==> src/pkg/wdg_map.vh <==
// Purpose: Register map, field positions, reset values and counts of the watchdog.
// Assumes: Included by its bare name from every design file that needs it.
// Notes: Definitions only.
`ifndef WDG_MAP_VH
`define WDG_MAP_VH

// ****************************************
// Register indices and byte address width
// ****************************************
`define WDG_IDX_MODE 16'hff98
`define WDG_IDX_RESTART 16'hff99
`define WDG_IDX_BITOP 16'hff9a
`define WDG_IDX_STATUS 16'hff9b
`define WDG_IDX_MASK 16'hff9c
`define WDG_IDX_STATE 16'hff9d
`define WDG_ADDR_W 18

// ****************************************
// Reset values and key
// ****************************************
`define WDG_MODE_RST 8'h67
`define WDG_RESTART_READ 8'h9a
`define WDG_RESTART_KEY 8'hac

// ****************************************
// Mode register fields
// ****************************************
`define WDG_CLK_SEL_HI 4
`define WDG_CLK_SEL_LO 3
`define WDG_PERIOD_MSB 2
`define WDG_PERIOD_LSB 0

// ****************************************
// Overflow exponents and counter width
// ****************************************
`define WDG_EXP_BASE_LS 5'h0b
`define WDG_EXP_BASE_X1 5'h0d
`define WDG_CNT_W 20

// ****************************************
// Interrupt status bits
// ****************************************
`define WDG_EV_W 4
`define WDG_EV_OVERFLOW 0
`define WDG_EV_VIOLATION 1
`define WDG_EV_RESTART 2
`define WDG_EV_RESUME 3

`endif

==> src/design/wdg_sync3.v <==
// Purpose: Three-stage synchroniser with agreement filter and rising-edge pulse.
// Assumes: The input is asynchronous to pclk.
// Notes: The first stage feeds only the second stage.
`timescale 1ns/100ps
`default_nettype none

module wdg_sync3
(
  // Clock and reset.
  input wire pclk,
  input wire presetn,
  // Asynchronous input.
  input wire async_in,
  // Filtered level and its rising edge.
  output reg level_reg,
  output wire rise
);

  reg s1_reg;
  reg s2_reg;
  reg s3_reg;
  reg level_d_reg;

  always @(posedge pclk or negedge presetn)
  begin
    if (!presetn)
    begin
      s1_reg <= 1'b0;
      s2_reg <= 1'b0;
      s3_reg <= 1'b0;
      level_reg <= 1'b0;
      level_d_reg <= 1'b0;
    end
    else
    begin
      s1_reg <= async_in;
      s2_reg <= s1_reg;
      s3_reg <= s2_reg;
      if (s2_reg == s3_reg)
      begin
        level_reg <= s3_reg;
      end
      level_d_reg <= level_reg;
    end
  end

  assign rise = level_reg & ~level_d_reg;

endmodule

`default_nettype wire

==> src/design/wdg_counter.v <==
// Purpose: Watchdog up-counter with clear and overflow detection.
// Assumes: inc is a one-cycle enable pulse on pclk.
// Notes: Clear has priority over counting.
`timescale 1ns/100ps
`default_nettype none

module wdg_counter
#(
  parameter WIDTH = 20
)
(
  // Clock and reset.
  input wire pclk,
  input wire presetn,
  // Control.
  input wire clr,
  input wire inc,
  input wire [WIDTH-1:0] last,
  // Status.
  output reg [WIDTH-1:0] count_reg,
  output wire overflow
);

  assign overflow = inc & ~clr & (count_reg == last);

  always @(posedge pclk or negedge presetn)
  begin
    if (!presetn)
    begin
      count_reg <= {WIDTH{1'b0}};
    end
    else if (clr || overflow)
    begin
      count_reg <= {WIDTH{1'b0}};
    end
    else if (inc)
    begin
      count_reg <= count_reg + {{(WIDTH-1){1'b0}}, 1'b1};
    end
  end

endmodule

`default_nettype wire

==> src/design/wdg_top.v <==
// Purpose: Watchdog timer with selectable count clock and standby freeze.
// Assumes: Count clocks are pins sampled on pclk; standby inputs are pclk logic.
//
// Chosen here: the register addresses and the APB register port.
`timescale 1ns/100ps
`include "wdg_map.vh"
`default_nettype none

module wdg_top
#(
  parameter SETTLE_BASE = 11,
  parameter SETTLE_SEL_W = 3
)
(
  // APB slave.
  input wire pclk,
  input wire presetn,
  input wire psel,
  input wire penable,
  input wire pwrite,
  input wire [`WDG_ADDR_W-1:0] paddr,
  input wire [31:0] pwdata,
  output wire pready,
  output wire pslverr,
  output reg [31:0] prdata,
  // Count clock pins.
  input wire low_speed_clk,
  input wire x1_clk,
  // Standby and clock generator.
  input wire stop_mode,
  input wire halt_mode,
  input wire cpu_on_x1,
  input wire [SETTLE_SEL_W-1:0] osc_settle_select,
  // Reset request and interrupt.
  output reg wdg_reset_reg,
  output wire wdg_irq
);

  // ****************************************
  // Address decode
  // ****************************************
  localparam [`WDG_ADDR_W-1:0] ADDR_MODE = {`WDG_IDX_MODE, 2'b00};
  localparam [`WDG_ADDR_W-1:0] ADDR_RESTART = {`WDG_IDX_RESTART, 2'b00};
  localparam [`WDG_ADDR_W-1:0] ADDR_BITOP = {`WDG_IDX_BITOP, 2'b00};
  localparam [`WDG_ADDR_W-1:0] ADDR_STATUS = {`WDG_IDX_STATUS, 2'b00};
  localparam [`WDG_ADDR_W-1:0] ADDR_MASK = {`WDG_IDX_MASK, 2'b00};
  localparam [`WDG_ADDR_W-1:0] ADDR_STATE = {`WDG_IDX_STATE, 2'b00};
  localparam SETTLE_W = 24;

  reg sel_mode;
  reg sel_restart;
  reg sel_bitop;
  reg sel_status;
  reg sel_mask;
  reg sel_state;
  wire mapped;
  wire setup_ph;
  wire access_ph;
  wire wr_acc;

  always @*
  begin
    sel_mode = 1'b0;
    sel_restart = 1'b0;
    sel_bitop = 1'b0;
    sel_status = 1'b0;
    sel_mask = 1'b0;
    sel_state = 1'b0;
    if (paddr == ADDR_MODE)
      sel_mode = 1'b1;
    else if (paddr == ADDR_RESTART)
      sel_restart = 1'b1;
    else if (paddr == ADDR_BITOP)
      sel_bitop = 1'b1;
    else if (paddr == ADDR_STATUS)
      sel_status = 1'b1;
    else if (paddr == ADDR_MASK)
      sel_mask = 1'b1;
    else if (paddr == ADDR_STATE)
      sel_state = 1'b1;
  end

  assign mapped = sel_mode | sel_restart | sel_bitop | sel_status | sel_mask | sel_state;
  assign setup_ph = psel & ~penable;
  assign access_ph = psel & penable;
  assign wr_acc = access_ph & pwrite;
  assign pready = 1'b1;
  assign pslverr = access_ph & ~mapped;

  // ****************************************
  // Count clock sampling
  // ****************************************
  wire ls_level;
  wire ls_rise;
  wire x1_level;
  wire x1_rise;

  wdg_sync3 u_ls_sync
  (
    .pclk(pclk),
    .presetn(presetn),
    .async_in(low_speed_clk),
    .level_reg(ls_level),
    .rise(ls_rise)
  );

  wdg_sync3 u_x1_sync
  (
    .pclk(pclk),
    .presetn(presetn),
    .async_in(x1_clk),
    .level_reg(x1_level),
    .rise(x1_rise)
  );

  // ****************************************
  // Mode and access checking
  // ****************************************
  reg [7:0] wdog_mode_reg;
  reg mode_written_reg;
  wire clk_sel_hi;
  wire clk_sel_lo;
  wire [2:0] period_sel;
  wire running;
  wire mode_wr;
  wire restart_wr;
  wire key_ok;
  wire bitop_wr;
  wire violation;

  assign clk_sel_hi = wdog_mode_reg[`WDG_CLK_SEL_HI];
  assign clk_sel_lo = wdog_mode_reg[`WDG_CLK_SEL_LO];
  assign period_sel = wdog_mode_reg[`WDG_PERIOD_MSB:`WDG_PERIOD_LSB];
  assign running = ~clk_sel_hi;
  assign mode_wr = wr_acc & sel_mode;
  assign restart_wr = wr_acc & sel_restart;
  assign key_ok = (pwdata[7:0] == `WDG_RESTART_KEY);
  assign bitop_wr = wr_acc & sel_bitop;
  // Violations only count while the watchdog runs.
  assign violation = running & ((mode_wr & mode_written_reg)
    | (restart_wr & ~key_ok)
    | bitop_wr);

  always @(posedge pclk or negedge presetn)
  begin
    if (!presetn)
    begin
      wdog_mode_reg <= `WDG_MODE_RST;
      mode_written_reg <= 1'b0;
    end
    else if (mode_wr && !mode_written_reg)
    begin
      wdog_mode_reg <= pwdata[7:0];
      mode_written_reg <= 1'b1;
    end
  end

  // ****************************************
  // Standby freeze and settling wait
  // ****************************************
  reg stop_d_reg;
  reg hold_reg;
  reg cpu_x1_at_stop_reg;
  reg [SETTLE_W-1:0] settle_cnt_reg;
  reg [SETTLE_W-1:0] settle_last;
  wire stop_release;
  wire settle_done;
  wire switch_done;
  wire resume;

  always @*
  begin
    settle_last = {SETTLE_W{1'b0}};
    settle_last[SETTLE_BASE + osc_settle_select] = 1'b1;
    settle_last = settle_last - {{(SETTLE_W-1){1'b0}}, 1'b1};
  end

  assign stop_release = stop_d_reg & ~stop_mode;
  assign settle_done = hold_reg & x1_rise & (settle_cnt_reg == settle_last);
  assign switch_done = hold_reg & ~cpu_x1_at_stop_reg & cpu_on_x1;
  assign resume = settle_done | switch_done;

  always @(posedge pclk or negedge presetn)
  begin
    if (!presetn)
    begin
      stop_d_reg <= 1'b0;
      hold_reg <= 1'b0;
      cpu_x1_at_stop_reg <= 1'b0;
      settle_cnt_reg <= {SETTLE_W{1'b0}};
    end
    else
    begin
      stop_d_reg <= stop_mode;
      if (stop_mode && !stop_d_reg)
      begin
        cpu_x1_at_stop_reg <= cpu_on_x1;
      end
      if (stop_release && running && clk_sel_lo)
      begin
        hold_reg <= 1'b1;
        settle_cnt_reg <= {SETTLE_W{1'b0}};
      end
      else if (resume)
      begin
        hold_reg <= 1'b0;
      end
      else if (hold_reg && x1_rise)
      begin
        settle_cnt_reg <= settle_cnt_reg + {{(SETTLE_W-1){1'b0}}, 1'b1};
      end
    end
  end

  // ****************************************
  // Counter and overflow
  // ****************************************
  wire tick;
  wire frozen;
  wire cnt_inc;
  wire cnt_clr;
  wire overflow;
  wire [4:0] exp_sel;
  wire [`WDG_CNT_W:0] period_one;
  wire [`WDG_CNT_W-1:0] cnt_last;
  wire [`WDG_CNT_W-1:0] count;

  assign tick = clk_sel_lo ? x1_rise : ls_rise;
  // Low-speed pairings resume straight after release.
  assign frozen = stop_mode | halt_mode | hold_reg;
  assign cnt_inc = running & ~frozen & tick;
  assign cnt_clr = mode_wr | (restart_wr & key_ok);
  assign exp_sel = (clk_sel_lo ? `WDG_EXP_BASE_X1 : `WDG_EXP_BASE_LS) + {2'b00, period_sel};
  assign period_one = {{`WDG_CNT_W{1'b0}}, 1'b1} << exp_sel;
  assign cnt_last = period_one[`WDG_CNT_W-1:0] - {{(`WDG_CNT_W-1){1'b0}}, 1'b1};

  wdg_counter #(.WIDTH(`WDG_CNT_W)) u_counter
  (
    .pclk(pclk),
    .presetn(presetn),
    .clr(cnt_clr),
    .inc(cnt_inc),
    .last(cnt_last),
    .count_reg(count),
    .overflow(overflow)
  );

  always @(posedge pclk or negedge presetn)
  begin
    if (!presetn)
    begin
      wdg_reset_reg <= 1'b0;
    end
    else if (overflow || violation)
    begin
      wdg_reset_reg <= 1'b1;
    end
  end

  // ****************************************
  // Interrupt status and mask
  // ****************************************
  reg [`WDG_EV_W-1:0] irq_status_reg;
  reg [`WDG_EV_W-1:0] irq_mask_reg;
  wire [`WDG_EV_W-1:0] events;
  wire [`WDG_EV_W-1:0] w1c;

  assign events[`WDG_EV_OVERFLOW] = overflow;
  assign events[`WDG_EV_VIOLATION] = violation;
  assign events[`WDG_EV_RESTART] = restart_wr & key_ok;
  assign events[`WDG_EV_RESUME] = resume;
  assign w1c = (wr_acc & sel_status) ? pwdata[`WDG_EV_W-1:0] : {`WDG_EV_W{1'b0}};

  genvar gi;
  generate
    for (gi = 0; gi < `WDG_EV_W; gi = gi + 1)
    begin : g_status
      always @(posedge pclk or negedge presetn)
      begin
        if (!presetn)
        begin
          irq_status_reg[gi] <= 1'b0;
        end
        else if (events[gi])
        begin
          irq_status_reg[gi] <= 1'b1;
        end
        else if (w1c[gi])
        begin
          irq_status_reg[gi] <= 1'b0;
        end
      end
    end
  endgenerate

  always @(posedge pclk or negedge presetn)
  begin
    if (!presetn)
    begin
      irq_mask_reg <= {`WDG_EV_W{1'b0}};
    end
    else if (wr_acc && sel_mask)
    begin
      irq_mask_reg <= pwdata[`WDG_EV_W-1:0];
    end
  end

  assign wdg_irq = |(irq_status_reg & irq_mask_reg);

  // ****************************************
  // Read data
  // ****************************************
  reg [31:0] rd_next;

  always @*
  begin
    rd_next = 32'h0000_0000;
    if (sel_mode)
      rd_next[7:0] = wdog_mode_reg;
    else if (sel_restart)
      rd_next[7:0] = `WDG_RESTART_READ;
    else if (sel_status)
      rd_next[`WDG_EV_W-1:0] = irq_status_reg;
    else if (sel_mask)
      rd_next[`WDG_EV_W-1:0] = irq_mask_reg;
    else if (sel_state)
    begin
      rd_next[`WDG_CNT_W-1:0] = count;
      rd_next[24] = running;
      rd_next[25] = hold_reg;
      rd_next[26] = mode_written_reg;
      rd_next[27] = ls_level;
      rd_next[28] = x1_level;
    end
  end

  always @(posedge pclk or negedge presetn)
  begin
    if (!presetn)
    begin
      prdata <= 32'h0000_0000;
    end
    else if (setup_ph && !pwrite)
    begin
      prdata <= rd_next;
    end
  end

endmodule

`default_nettype wire

==> config.mk <==
export PLATFORM = sky130hd
export DESIGN_NAME = wdg_top
export DESIGN_NICKNAME = d
export VERILOG_FILES = /design/src/design/wdg_sync3.v /design/src/design/wdg_counter.v /design/src/design/wdg_top.v
export VERILOG_INCLUDE_DIRS = /design/src /design/src/pkg
export SDC_FILE = /design/constraint.sdc
export NUM_CORES = 1
export LEC_CHECK = 0
export CAP_MARGIN = 20
export CORE_AREA = 2 2 122 124
export DETAILED_ROUTE_END_ITERATION = 16
export DIE_AREA = 0 0 124 126
export DONT_BUFFER_PORTS = 1
export MAX_ROUTING_LAYER = met4
export PLACE_DENSITY_LB_ADDON = 0.25
export SLEW_MARGIN = 20
export SYNTH_ARGS = -nofsm -noshare
export SYNTH_HDL_FRONTEND = slang
export SYNTH_SLANG_ARGS = --single-unit
==> constraint.sdc <==
create_clock -name pclk -period 5.2 [get_ports pclk]
set_input_delay 0.26 -clock pclk [delete_from_list [all_inputs] [get_ports pclk]]
set_output_delay 0.26 -clock pclk [all_outputs]
set_load 0.1 [all_outputs]
-- Word-level counts from Yosys, hierarchy flattened
Index checks and enable logic that the tools add are counted.
- input bits: 63
- flip-flop bits (word level): 100
- logic and storage cells: 167
- output and inout port bits: 36
- order comparisons: 2
- shifts and indexed selects: 1
- bitwise gates (word level): 45
- reductions and logical operators: 22
- $add $sub $neg: 6
- mux-type cells: 55
- eq/ne operators: 12
- operators by type and width (operator ; number):
    18-bit == test (second input constant) ; 6
    24-bit two-way mux ; 3
    20-bit two-way mux ; 3
    1-bit two-way mux ; 33
    16-bit two-way mux ; 2
    5-bit two-way mux ; 5
    24-bit by 1-bit adder with 24-bit output (second input constant) ; 1
    24-bit == test ; 1
    12-bit two-way mux ; 2
    24-bit by 1-bit subtractor with 24-bit output (second input constant) ; 1
    1-bit bitwise AND ; 23
    20-bit by 1-bit adder with 20-bit output (second input constant) ; 1
    20-bit == test ; 1
    1-bit by 5-bit << shifter with 20-bit output (first input constant) ; 1
    20-bit by 1-bit subtractor with 20-bit output (second input constant) ; 1
    8-bit two-way mux ; 2
    2-bit nonzero test ; 7
    4-bit two-way mux ; 3
    1-bit bitwise OR ; 11
    1-bit NOT ; 10
    8-bit == test (second input constant) ; 1
    1-bit logical AND ; 8
    5-bit by 6-bit less-than comparator with 1-bit output (second input constant) ; 1
    4-bit by 3-bit adder with 5-bit output ; 1
    11 further kinds ; 15

-- Longest topological paths before layout
Gate-level depths: netlist (run 1).
- word-level depth: 12
- gate-level depth with buffers: 21

-- Cells and area by module
A second synthesis (run 1) with hierarchy kept.
- cell total of the unflattened synthesis: 678
- area, all modules: 6023.3 µm²
- by module, submodules not included (module ; area an instance (µm²) ; seq. area each (µm²) ; cells each ; times used):
    wdg_top ; 4514.3 ; 1757.9 ; 541 ; 1
    wdg_counter ; 1223.7 ; 500.5 ; 123 ; 1
    wdg_sync3 ; 142.6 ; 125.1 ; 7 ; 2

-- Worst setup path before layout (run 1)
OpenSTA, ideal clock, no wires.
- path type: reg2reg
- from: register wdog_mode_reg[3]
- to: register u_counter.count_reg[9]
- cell stages (with the launch flop): 17
- setup time: 0.145 ns
- slack: 1.010 ns
- data arrival time: 4.045 ns
- cells stage by stage: dfrtp_1 > inv_1 > ha_1 > a21o_1 > fa_1 > buf_6 > or2_4 > or3_1 > ha_1 > inv_1 > a21oi_1 > or4_1 > nand2_1 > o2111ai_1 > a2111oi_4 > buf_6 > nor3_2
- longest elaborated chain between the ends: 8
- ends and longest elaborated chain (what ; RTL line ; RTL):
    from (decl) ; wdg_top.v:119 ; reg [7:0] wdog_mode_reg;
    from (signal assigned) ; wdg_top.v:148 ; wdog_mode_reg <= `WDG_MODE_RST;
    from (signal assigned) ; wdg_top.v:153 ; wdog_mode_reg <= pwdata[7:0];
    3-bit two-way mux (no source line) ; -- ;
    4-bit by 3-bit adder with 5-bit output ; wdg_top.v:233 ; assign exp_sel = (clk_sel_lo ? `WDG_EXP_BASE_X1 : `WDG_EXP_BASE_LS) + {2'b00, period_sel};
    1-bit by 5-bit << shifter with 20-bit output ; wdg_top.v:234 ; assign period_one = {{`WDG_CNT_W{1'b0}}, 1'b1} << exp_sel;
    20-bit by 1-bit subtractor with 20-bit output ; wdg_top.v:235 ; assign cnt_last = period_one[`WDG_CNT_W-1:0] - {{(`WDG_CNT_W-1){1'b0}}, 1'b1};
    20-bit == test ; wdg_counter.v:24 ; assign overflow = inc & ~clr & (count_reg == last);
    1-bit bitwise AND ; wdg_counter.v:24 ;
    1-bit logical OR ; wdg_counter.v:32 ; else if (clr || overflow)
    20-bit two-way mux or 2-bit nonzero test (tied branches) ; -- ;
    to (signal assigned) ; wdg_counter.v:30 ; count_reg <= {WIDTH{1'b0}};
    to (signal assigned) ; wdg_counter.v:34 ; count_reg <= {WIDTH{1'b0}};
    to (signal assigned) ; wdg_counter.v:38 ; count_reg <= count_reg + {{(WIDTH-1){1'b0}}, 1'b1};
    to (decl) ; wdg_counter.v:20 ; output reg [WIDTH-1:0] count_reg,
Several ways; a longest one is shown, not always the timed one.
A chain may end at the register's enable or synchronous reset.

-- Final worst setup path (run 1)
- from: register wdog_mode_reg[3]
- to: register wdg_reset_reg
- longest elaborated chain between the ends: 7
- ends and longest elaborated chain (what ; RTL line ; RTL):
    3-bit two-way mux (no source line) ; -- ;
    4-bit by 3-bit adder with 5-bit output ; wdg_top.v:233 ;
    1-bit by 5-bit << shifter with 20-bit output ; wdg_top.v:234 ;
    20-bit by 1-bit subtractor with 20-bit output ; wdg_top.v:235 ;
    20-bit == test ; wdg_counter.v:24 ;
    1-bit bitwise AND * ; wdg_counter.v:24 ;
    1-bit logical OR * ; wdg_top.v:254 ; else if (overflow || violation)
    to (signal assigned) ; wdg_top.v:252 ; wdg_reset_reg <= 1'b0;
    to (signal assigned) ; wdg_top.v:256 ; wdg_reset_reg <= 1'b1;
    to (decl) ; wdg_top.v:35 ; output reg wdg_reset_reg,
Mark *: on every way between the ends. The rest lies on a longest branch, timed or not.

==> results of run 1 <==
## cell type report
class | instances | area (um2) | share of cell area [%]
multi-input cells | 620 | 4145 | 55.87
flip-flops and latches | 100 | 2509 | 33.81
well taps | 184 | 230.2 | 3.103
clock buffers | 9 | 225.2 | 3.035
repair buffers | 17 | 157.7 | 2.125
clock inverters | 6 | 88.84 | 1.197
inverters | 17 | 63.81 | 0.8600
## logic make-up after synthesis
logic type	share of synthesized area [%]
buffers and inverters	6.342
flip-flops	35.52
multiplexers	3.596
AO/OA/AOI/OAI	17.72
XOR/XNOR	5.562
AND/OR/NAND/NOR	29.35
other	0.1063
adder cells (fa/ha/maj)	1.807
## layer usage
layer / vias up / wire length [um] / global-route usage, %
met5: - / 0 / -
met4: 0 / 471 / 8.526
met3: 35 / 785 / 4.529
met2: 159 / 9560 / 42.40
met1: 3001 / 7820 / 31.86
li1: 2850 / - / -
## power breakdown
part           internal [mW]  total (mW)  switching, mW
logic                 0.0758       0.214          0.138
clock network          0.420       0.714          0.294
registers              0.803       0.886         0.0828
## cells in the final DEF, fill, tap and decap left out, types with 18 or more instances in the layout
cell type and instances:
sky130_fd_sc_hd__a21oi_1 45, sky130_fd_sc_hd__nor2b_1 18, sky130_fd_sc_hd__xor2_1 21, sky130_fd_sc_hd__xnor2_1 22, sky130_fd_sc_hd__nor3_2 20, sky130_fd_sc_hd__dfrtp_1 95
sky130_fd_sc_hd__o31ai_1 18, sky130_fd_sc_hd__nor2_1 32, sky130_fd_sc_hd__nand3_1 45, sky130_fd_sc_hd__nor3_1 18, sky130_fd_sc_hd__or4_1 20, sky130_fd_sc_hd__nand2_1 100
## timing repair
action | in CTS | in global routing
hold buffers | 5 | 0
hold endpoints to repair | 103 | 0
endpoints found under the setup margin | 0 | 0
## worst paths after layout
path,start,to,slack [ns],depth (start not counted)
hold reg to reg,u_x1_sync.s1_reg$_DFF_PN0_,u_x1_sync.s2_reg$_DFF_PN0_,0.36,0
min in group asynchronous,presetn,mode_written_reg$_DFFE_PN0P_,0.52,2
setup / recovery,wdog_mode_reg[3]$_DFFE_PN0P_,wdg_reset_reg$_DFFE_PN0P_,0.60,16
setup reg to reg,wdog_mode_reg[3]$_DFFE_PN0P_,wdg_reset_reg$_DFFE_PN0P_,0.60,16
hold / removal,pwdata[0],wdog_mode_reg[0]$_DFFE_PN1P_,0.02,2
max in group asynchronous,presetn,wdog_mode_reg[0]$_DFFE_PN1P_,4.31,2
## critical path: cells and delay by family (launching register included)
kind,cells,cell delay (ns)
simple gates,5,1.29
compound gates,5,1.09
fa+ha+maj,3,1.00
buf+inv,3,0.62
flops,1,0.54
## metrics by stage
step                      util [%]  instance area [um2]  std cells
after floorplan                  -                 7086        804
after CTS                    51.78                 7412        953
after global placement       49.12                 7030        933
after detailed placement     49.12                 7030        933
after global routing         51.84                 7420        953
final                        51.84                 7420        953
==> key figures, run 1 <==
Clocking
  • Clock buffer count from CTS: 9
  • Post-cts sizing count: 0
  • Longest Clk Path Bufs: 2
  • CTS Root Buffer Type: sky130_fd_sc_hd__clkbuf_16
  • Clock tree from TritonCTS: built
  • CTS HTree Levels: 3
  • Worst skew pair latency: 0.36 ns
  • Number of buffers added for setup after CTS: 0
  • Clock sink total: 100
  • Clock slew seen by the registers of the worst setup and hold paths: 0.06 ns

Final layout
  • Fillcell total: 1347
  • Area added between synthesis and finish: 5.049%
  • Fraction of final layout cells with drive strength greater than 1: 11.83%
  • Largest register FFs: 25
  • Diodes inserted: 0
  • Count of nets after finishing: 836

Yosys
  • Asr flop ratio synth: 100.0%
  • Yosys warning total: 0
  • Synthesized cell area: 7063 um2
  • Count of unique library cells instantiated by Yosys: 91
  • Number of enable-type register cells in the synthesized netlist: 0
  • List of most frequent post-synthesis cells: sky130_fd_sc_hd__nand2_1 (100), sky130_fd_sc_hd__dfrtp_1 (95), sky130_fd_sc_hd__a21oi_1 (46)
  • Yosys top cell by area: sky130_fd_sc_hd__dfrtp_1
  • Fraction of the yosys area taken by sequential cells: 35.52%
  • Register bit count reported by yosys: 100
  • Leading cell types by total area after synthesis: sky130_fd_sc_hd__dfrtp_1 (34%), sky130_fd_sc_hd__nand2_1 (5.3%), sky130_fd_sc_hd__a21oi_1 (3.3%)
  • Prevailing post-synth register cell: sky130_fd_sc_hd__dfrtp_1
  • Number of instances in the synthesized netlist: 798
  • Mapped Avg Cell Area: 8.851 um2
  • Top-area cell type share of the netlist area: 33.66%
  • Most frequent cell after synthesis: sky130_fd_sc_hd__nand2_1

Floorplan
  • Area of the core: 14310 um2
  • Effective utilization at floorplan: 49.34%
  • Ports placed on the boundary: 99
  • Width of the die: 124 um
  • Die H: 126 um
  • DIE AREA: 15620 um2
  • Total number of placement rows: 44

Route
  • Number of vias in the routed layout: 6045
  • Wire length per cell after detailed routing: 19.56 um
  • Pre-antenna DRT Iters: 5
  • Number of remaining DRC errors: 0
  • Total detailed-routing wirelength: 18640 um
  • Count of antenna-violating nets left after detailed routing: 0
  • Via density: 6.343
  • Detailed Route Iter0 Violations: 560

Worst setup path
  • Highest net fanout along the worst path: 15
  • Slowest CP cell: sky130_fd_sc_hd__dfrtp_1
  • Category of the worst setup path capture point: flip-flop
  • Critical path data required time: 5.49 ns
  • Worst Setup Start Kind: flip-flop
  • Arrival @ worst endpoint: 4.89 ns
  • Delay of the slowest cell on the worst path: 0.54 ns
  • Setup Crit Path Kind: flip-flop to flip-flop
  • CP cell instances: inv_1, ha_1, a21o_1, fa_1, or2_4, or3_1, ha_1, inv_1, o211ai_1, a21boi_1, nand4_1, nor4b_1, o2111ai_1, a2111oi_4, buf_4, or3_1

Timing
  • Clock Skew: 0.008186 ns
  • Setup violations, final: 0
  • RSZ-0062 raised after global routing: no
  • TNS Setup: 0 ns
  • Hold slack: 0.01765 ns
  • Setup slack of the critical path after layout: 0.5994 ns
  • Number of pins exceeding their max-slew limit in the final report: 0
  • Max Clk Rate: 0.2174 GHz
  • Final hold violations: 0
  • Least-Margin Pin Slew: 0.9865 ns
  • Share of the cycle needed by the critical path after routing: 88.47%
  • Final critical delay including setup and external delays: 4.601 ns
  • Max-slew headroom: 33.68%

Run
  • Max cap viols: 0

Place
  • Estimated wirelength of the detail-placed design: 13490 um
  • Weighted congestion at the end of routability-driven global placement: 0.9195
  • Count of port buffers added during placement: 0
  • Placement Setup Slack: 0.5945 ns

Run status
  • Status: finished, final reports clean

Power
  • Worst ir drop on vdd: 186.5 uV
  • Total power consumption of the routed design: 1.813 mW
  • Power density over cell area: 244.4 nW/um2
  • Cell leakage power: 3.088 nW

Global routing
  • Wire length of the first global-routing pass: 30590 um
  • Number of antenna violations at the first check in global routing: 0
  • Largest net degree at the start of global routing: 101
  • Total gr overflow: 0
  • Via count of the first global-routing pass: 5889
  • Overall fraction of global-route tracks in use: 25.71%

Min path
  • Worst hold path class: primary input to flip-flop
Power figures use the tool's default switching activity.
==> run 2: changes to the inputs <==
Settings changed: CORE_AREA 2 2 122 124 to 2 2 112 136, DIE_AREA 0 0 124 126 to 0 0 114 138.
==> run 2 against run 1 <==
  * Global-route usage down 0.91 points
  * Sequential power down 0.6%
  * Clock power shrank 7.7%
  * Sequential cell count is the same
  * Combinational power barely moved
  * Critical endpoint unchanged
  * Routed wire length grew 0.17%
  * Critical path depth stayed put
  * Worst setup slack improved by 0.068 ns
  * Fmax rose by 1.5%
  * Largest power group unchanged
==> key figures, run 2 (synthesis results as in run 1) <==
Clocking
  • Clock buffer count from CTS: 9
  • Clock slew seen by the registers of the worst setup and hold paths: 0.07 ns
  • Clock sink total: 100
  • Longest Clk Path Bufs: 2
  • CTS Root Buffer Type: sky130_fd_sc_hd__clkbuf_16
  • Clock tree from TritonCTS: built
  • Worst skew pair latency: 0.35 ns
  • Number of buffers added for setup after CTS: 0
  • CTS HTree Levels: 3

Final layout
  • Core occupancy in the finished layout: 50.56%
  • Largest register FFs: 25
  • Diodes inserted: 0
  • Commonest cells after routing, fill and taps aside: sky130_fd_sc_hd__nand2_1 (100), sky130_fd_sc_hd__dfrtp_1 (95), sky130_fd_sc_hd__nand3_1 (45), sky130_fd_sc_hd__a21oi_1 (45), sky130_fd_sc_hd__nor2_1 (32)
  • Fillcell total: 1410
  • Fraction of final layout cells with drive strength greater than 1: 11.83%
  • Count of nets after finishing: 835
  • Most common cell after layout, fill and taps aside: sky130_fd_sc_hd__nand2_1
  • Area added between synthesis and finish: 4.446%

Timing
  • RSZ-0062 raised after global routing: no
  • Final critical delay including setup and external delays: 4.533 ns
  • Final hold violations: 0
  • Max-slew headroom: 19.65%
  • Clock Skew: 0.01389 ns
  • TNS Setup: 0 ns
  • Setup violations, final: 0
  • Max Clk Rate: 0.2206 GHz
  • Number of pins exceeding their max-slew limit in the final report: 0
  • Share of the cycle needed by the critical path after routing: 87.17%
  • Least-Margin Pin Slew: 1.206 ns

Power
  • Power density over cell area: 237.7 nW/um2
  • Worst ir drop on vdd: 139.8 uV
  • Cell leakage power: 3.078 nW

Run status
  • Status: finished, final reports clean

Worst setup path
  • Worst Setup Start Kind: flip-flop
  • CP cell instances: inv_1, ha_1, a21o_1, fa_1, or2_4, or3_1, ha_1, inv_1, o211ai_1, a21boi_1, nand4_1, nor4b_1, o2111ai_1, a2111oi_4, buf_4, or3_1
  • Highest net fanout along the worst path: 22
  • Worst setup path startpoint: wdog_mode_reg[3]$_DFFE_PN0P_
  • Critical Path Stages: 16
  • Destination of the worst register-to-register timing path: wdg_reset_reg$_DFFE_PN0P_
  • Arrival @ worst endpoint: 4.82 ns
  • Startpoint of the most critical register-to-register path: wdog_mode_reg[3]$_DFFE_PN0P_
  • Setup Crit Path Kind: flip-flop to flip-flop
  • Category of the worst setup path capture point: flip-flop
  • Dominant delay contributor by cell family on the critical path: simple AND/OR/NAND/NOR gates
  • Worst Path Buf+Inv: 3
  • Critical path data required time: 5.49 ns
  • Slowest CP cell: sky130_fd_sc_hd__dfrtp_1
  • Critical Path Sink: wdg_reset_reg$_DFFE_PN0P_
  • Slack of the worst reg-to-reg path: 0.67 ns
  • Worst-case reg-to-reg path depth: 16
  • Delay of the slowest cell on the worst path: 0.53 ns

Route
  • Number of remaining DRC errors: 0
  • Wire length per cell after detailed routing: 19.71 um
  • Via density: 6.356
  • Number of vias in the routed layout: 6019
  • Total detailed-routing wirelength: 18670 um
  • Count of antenna-violating nets left after detailed routing: 0
  • Detailed Route Iter0 Violations: 554
  • Pre-antenna DRT Iters: 5

Global routing
  • Number of antenna violations at the first check in global routing: 0
  • Largest net degree at the start of global routing: 101
  • Total gr overflow: 0
  • Via count of the first global-routing pass: 5913
  • Wire length of the first global-routing pass: 30720 um
  • Overall fraction of global-route tracks in use: 24.81%

Floorplan
  • Width of the die: 114 um
  • Effective utilization at floorplan: 48.41%
  • Ports placed on the boundary: 99
  • Die H: 138 um
  • Total number of placement rows: 49
  • Area of the core: 14590 um2
  • DIE AREA: 15730 um2

Run
  • Max cap viols: 0

Min path
  • Worst hold path class: primary input to flip-flop
  • HP Start: pwdata[0]

Place
  • Count of port buffers added during placement: 0
  • Weighted congestion at the end of routability-driven global placement: 0.9267
  • Estimated wirelength of the detail-placed design: 13620 um
[run 2: cell count changes in the layout (fill, tap and decap cells not counted), sizes merged]
cell | before | now
clkinv | 1 | 3
clkinvlp | 2 | 0
buf | 13 | 12
bufinv | 2 | 0
clkbuf | 9 | 10
inv | 18 | 20
[run 2: cell type report]
cell class	count	area, um2	share of cell area (%)
repair buffers	16	150.1	2.035
clock buffers	10	239.0	3.239
clock inverters	6	55.05	0.7463
multi-input cells	620	4138	56.09
inverters	17	63.81	0.8650
flip-flops and latches	100	2509	34.01
well taps	178	222.7	3.019
[run 2: timing repair]
action	CTS	global route
resized for setup	0	0
endpoints found under the hold margin	103	0
hold buffers	5	0
[run 2: worst min path at each step]
stage                                                 to  slack, ns  cells after the start
after global placement       irq_mask_reg[1]$_DFFE_PN0P_      -0.03                      0
final                       wdog_mode_reg[0]$_DFFE_PN1P_       0.03                      2
after detailed placement   irq_status_reg[1]$_DFFE_PN0P_      -0.03                      0
after CTS                   wdog_mode_reg[0]$_DFFE_PN1P_       0.02                      2
after floorplan           cpu_x1_at_stop_reg$_DFFE_PN0P_      -0.04                      0
after global routing         irq_mask_reg[3]$_DFFE_PN0P_       0.05                      1
[run 2: worst reg2reg max path: stages (launching register included)]
cell,delay (ns)
sky130_fd_sc_hd__dfrtp_1,0.53
sky130_fd_sc_hd__inv_1,0.10
sky130_fd_sc_hd__ha_1,0.31
sky130_fd_sc_hd__a21o_1,0.22
sky130_fd_sc_hd__fa_1,0.46
sky130_fd_sc_hd__or2_4,0.29
sky130_fd_sc_hd__or3_1,0.36
sky130_fd_sc_hd__ha_1,0.26
sky130_fd_sc_hd__inv_1,0.21
sky130_fd_sc_hd__o211ai_1,0.11
sky130_fd_sc_hd__a21boi_1,0.18
sky130_fd_sc_hd__nand4_1,0.11
sky130_fd_sc_hd__nor4b_1,0.28
sky130_fd_sc_hd__o2111ai_1,0.22
sky130_fd_sc_hd__a2111oi_4,0.29
sky130_fd_sc_hd__buf_4,0.39
sky130_fd_sc_hd__or3_1,0.16
[run 2: stage by stage]
step / area, um2 / hold slack [ns] / power, mW / setup WS, ns / std cells
floorplan: 7086 / -0.03559 / 1.060 / 1.010 / 804
global placement: 7015 / -0.03367 / 1.084 / 0.7656 / 926
finish: 7377 / 0.03000 / 1.753 / 0.6669 / 947
global route: 7377 / 0.05224 / 1.827 / 0.3634 / 947
detailed placement: 7015 / -0.03416 / 1.090 / 0.7056 / 926
CTS: 7377 / 0.02109 / 1.774 / 0.6535 / 947
[run 2: report_power, final]
part	total (mW)	leakage [nW]	internal [mW]	switching, mW
sequential	0.881	1.32	0.803	0.0783
clock	0.659	0.146	0.347	0.312
combinational	0.213	1.61	0.0756	0.137
[run 2: layer usage]
layer	wire, um	GRT usage, %	vias to the layer above
li1	-	-	2847
met5	0	-	-
met2	9895	42.45	174
met4	658	10.72	0
met3	714	3.113	47
met1	7401	29.09	2951
==> run 3: changes to the inputs <==
Settings changed: CORE_AREA 2 2 112 136 to 2 2 104 126, DIE_AREA 0 0 114 138 to 0 0 106 128, SKIP_CTS_REPAIR_TIMING from default to 1, SYNTH_HIERARCHICAL from default to 1.
Clock period 5.2 ns to 5.3 ns, I/O delays scaled along.
==> run 3 against run 2 <==
  * Sequential power decreased by 7.4%
  * Area after synthesis fell by 15%
  * Routed wire length fell by 24%
  * Worst setup slack lost 0.18 ns
  * Design area decreased by 13%
  * Hold slack got worse by 0.0090 ns
  * Sequential share of layout area up 4.9 points
  * Sequential cell count unchanged
  * Critical path depth increased by 3
  * Global-route usage decreased by 2.3 points
  * Register-to-register slack got worse by 0.18 ns
==> key figures, run 3 <==
Yosys
  • Number of enable-type register cells in the synthesized netlist: 0
  • Share of synthesized area spent on multiplexers: 3.760%
  • Yosys warning total: 6
  • Top-area cell type share of the netlist area: 39.47%
  • Area share of fa/ha/maj cells after synthesis: 2.160%
  • Mapped Avg Cell Area: 8.884 um2
  • Compound-Gate Fraction of Synth Area: 15.02%
  • Fraction of synthesized cell area in xor and xnor cells: 6.398%
  • Asr flop ratio synth: 100.0%
  • Number of instances in the synthesized netlist: 678
  • Synthesized cell area: 6023 um2
  • Register bit count reported by yosys: 100
  • Leading cell types by total area after synthesis: sky130_fd_sc_hd__dfrtp_1 (39%), sky130_fd_sc_hd__nand2_1 (6.2%), sky130_fd_sc_hd__o21ai_0 (4.3%)
  • Most frequent cell after synthesis: sky130_fd_sc_hd__nand2_1
  • Prevailing post-synth register cell: sky130_fd_sc_hd__dfrtp_1
  • Count of unique library cells instantiated by Yosys: 75
  • Post-Synth Simple-Gate Area: 26.19%
  • Fraction of the yosys area taken by sequential cells: 41.65%
  • Yosys top cell by area: sky130_fd_sc_hd__dfrtp_1
  • List of most frequent post-synthesis cells: sky130_fd_sc_hd__nand2_1 (99), sky130_fd_sc_hd__dfrtp_1 (95), sky130_fd_sc_hd__nor2_1 (57)
  • Largest family of logic cells by synthesized area: simple AND/OR/NAND/NOR gates

Global routing
  • Wire length of the first global-routing pass: 23450 um
  • Total gr overflow: 0
  • Largest net degree at the start of global routing: 101
  • Overall fraction of global-route tracks in use: 22.51%
  • Number of antenna violations at the first check in global routing: 0
  • Via count of the first global-routing pass: 4682

Final layout
  • Count of nets after finishing: 737
  • Fraction of final layout cells with drive strength greater than 1: 10.90%
  • Area added between synthesis and finish: 6.980%
  • Diodes inserted: 0
  • Core occupancy in the finished layout: 51.78%
  • Fin area: 6444 um2
  • Commonest cells after routing, fill and taps aside: sky130_fd_sc_hd__nand2_1 (99), sky130_fd_sc_hd__dfrtp_1 (95), sky130_fd_sc_hd__nor2_1 (57)
  • Most common cell after layout, fill and taps aside: sky130_fd_sc_hd__nand2_1
  • Non-Filler Instances: 834
  • Largest register FFs: 25
  • Fillcell total: 1144

Timing
  • TNS Setup: 0 ns
  • RSZ-0062 raised after global routing: no
  • Share of the cycle needed by the critical path after routing: 90.79%
  • Final hold violations: 0
  • Least-Margin Pin Slew: 0.9832 ns
  • Clock Skew: 0.008923 ns
  • Max-slew headroom: 34.45%
  • Setup violations, final: 0
  • Number of pins exceeding their max-slew limit in the final report: 0
  • Final critical delay including setup and external delays: 4.812 ns
  • Max Clk Rate: 0.2078 GHz

Place
  • Weighted congestion at the end of routability-driven global placement: 0.9054
  • Placement-stage cell area: 6096 um2
  • Post-Place Cells: 814
  • Count of port buffers added during placement: 0
  • Estimated wirelength of the detail-placed design: 10290 um

Worst setup path
  • Slowest CP cell: sky130_fd_sc_hd__dfstp_2
  • Category of the worst setup path capture point: flip-flop
  • Dominant delay contributor by cell family on the critical path: simple AND/OR/NAND/NOR gates
  • CP cell instances: ha_2, nand2_1, nand2b_1, fa_1, or2_2, nor2_1, nand3_1, ha_1, nor2_1, nand2_1, o22ai_1, a21oi_1, o21ai_0, xor2_1, nor4_1, nand4_1, o31ai_4, buf_4, nor2_1
  • Worst Path Buf+Inv: 1
  • Setup Crit Path Kind: flip-flop to flip-flop
  • Startpoint of the most critical register-to-register path: wdog_mode_reg[1]$_DFFE_PN1P_
  • Worst setup path startpoint: wdog_mode_reg[1]$_DFFE_PN1P_
  • Highest net fanout along the worst path: 16
  • Critical path data required time: 5.53 ns
  • Arrival @ worst endpoint: 5.04 ns
  • Most Frequent Cell on Critical Path: sky130_fd_sc_hd__nor2_1
  • Worst Setup Start Kind: flip-flop
  • Delay of the slowest cell on the worst path: 0.56 ns

Clocking
  • Clock slew seen by the registers of the worst setup and hold paths: 0.06 ns
  • Worst skew pair latency: 0.35 ns
  • Clock sink total: 100
  • CTS Root Buffer Type: sky130_fd_sc_hd__clkbuf_16
  • CTS HTree Levels: 3
  • Longest Clk Path Bufs: 2
  • Clock tree from TritonCTS: built
  • Clock buffer count from CTS: 9

Floorplan
  • Effective utilization at floorplan: 48.41%
  • Width of the die: 106 um
  • Area of the core: 12440 um2
  • Ports placed on the boundary: 99
  • DIE AREA: 13570 um2
  • Total number of placement rows: 45
  • Die H: 128 um

Route
  • Number of vias in the routed layout: 4859
  • Count of antenna-violating nets left after detailed routing: 0
  • Via density: 5.826
  • Wire length per cell after detailed routing: 16.94 um
  • Pre-antenna DRT Iters: 5
  • Number of remaining DRC errors: 0
  • Total detailed-routing wirelength: 14130 um
  • Detailed Route Iter0 Violations: 357

Power
  • Worst ir drop on vdd: 186.7 uV
  • Power density over cell area: 241.8 nW/um2
  • Cell leakage power: 2.593 nW

Min path
  • Worst hold path class: primary input to flip-flop
  • HP Start: paddr[3]

Run
  • Max cap viols: 0

Run status
  • Status: finished, final reports clean
run 3: changes by cell type in the layout (fill, tap and decap cells not counted), moves of 19 or more:
cell | previous run | this run
sky130_fd_sc_hd__o21ai_0 | 14 | 52
sky130_fd_sc_hd__nand3_1 | 45 | 19
sky130_fd_sc_hd__nor2_1 | 32 | 57
sky130_fd_sc_hd__nor3_2 | 20 | 0
sky130_fd_sc_hd__a21oi_1 | 45 | 26
run 3: layout make-up:
| cell class | instances | area [um2] | share of cell area [%] |
|---|---|---|---|
| tap | 164 | 205.2 | 3.184 |
| multi-input combinational | 529 | 3268 | 50.72 |
| timing repair buffer | 17 | 157.7 | 2.447 |
| clock buffer | 12 | 246.5 | 3.825 |
| clock inverter | 3 | 23.77 | 0.3689 |
| inverter | 9 | 33.78 | 0.5243 |
| sequential | 100 | 2509 | 38.93 |
run 3: worst paths after layout:
kind / depth (start not counted) / slack, ns / end
max reg2reg: 19 / 0.49 / u_counter/count_reg[18]$_DFFE_PN0P_
max in group asynchronous: 2 / 4.37 / wdog_mode_reg[5]$_DFFE_PN1P_
max: 19 / 0.49 / u_counter/count_reg[18]$_DFFE_PN0P_
min reg2reg: 0 / 0.35 / u_x1_sync/s2_reg$_DFF_PN0_
min in group asynchronous: 2 / 0.52 / u_counter/count_reg[11]$_DFFE_PN0P_
min: 1 / 0.02 / irq_status_reg[2]$_DFFE_PN0P_
run 3: cell families (layout without fill, tap and decap cells):
family / after synthesis / after routing
flops: 100 / 100
other cells: 2 / 8
fa+ha+maj: 10 / 10
buf+inv: 55 / 41
compound gates: 141 / 141
mux: 21 / 21
simple gates: 305 / 305
xor+xnor: 44 / 44
run 3: where the power goes:
group | switching [mW] | leakage (nW) | total (mW) | internal [mW]
registers | 0.0326 | 1.26 | 0.816 | 0.783
logic | 0.0854 | 1.21 | 0.133 | 0.0473
clock network | 0.280 | 0.125 | 0.609 | 0.330
run 3: per-layer routing:
metal,wire (um),vias up,global-route usage [%]
li1,-,2384,-
met3,694,25,5.694
met5,0,-,-
met2,7193,106,36.93
met4,305,0,8.669
met1,5932,2344,26.76
run 3: per-stage QoR:
stage	power [mW]	hold slack, ns	setup slack, ns
6_report	1.558	0.02097	0.4883
3_5_place_dp	0.9438	-0.02605	0.4092
2_1_floorplan	0.9319	-0.03059	0.9386
3_3_place_gp	0.9404	-0.02558	0.5017
5_1_grt	1.629	0.02363	0.1108
4_1_cts	1.560	-0.4136	0.3829
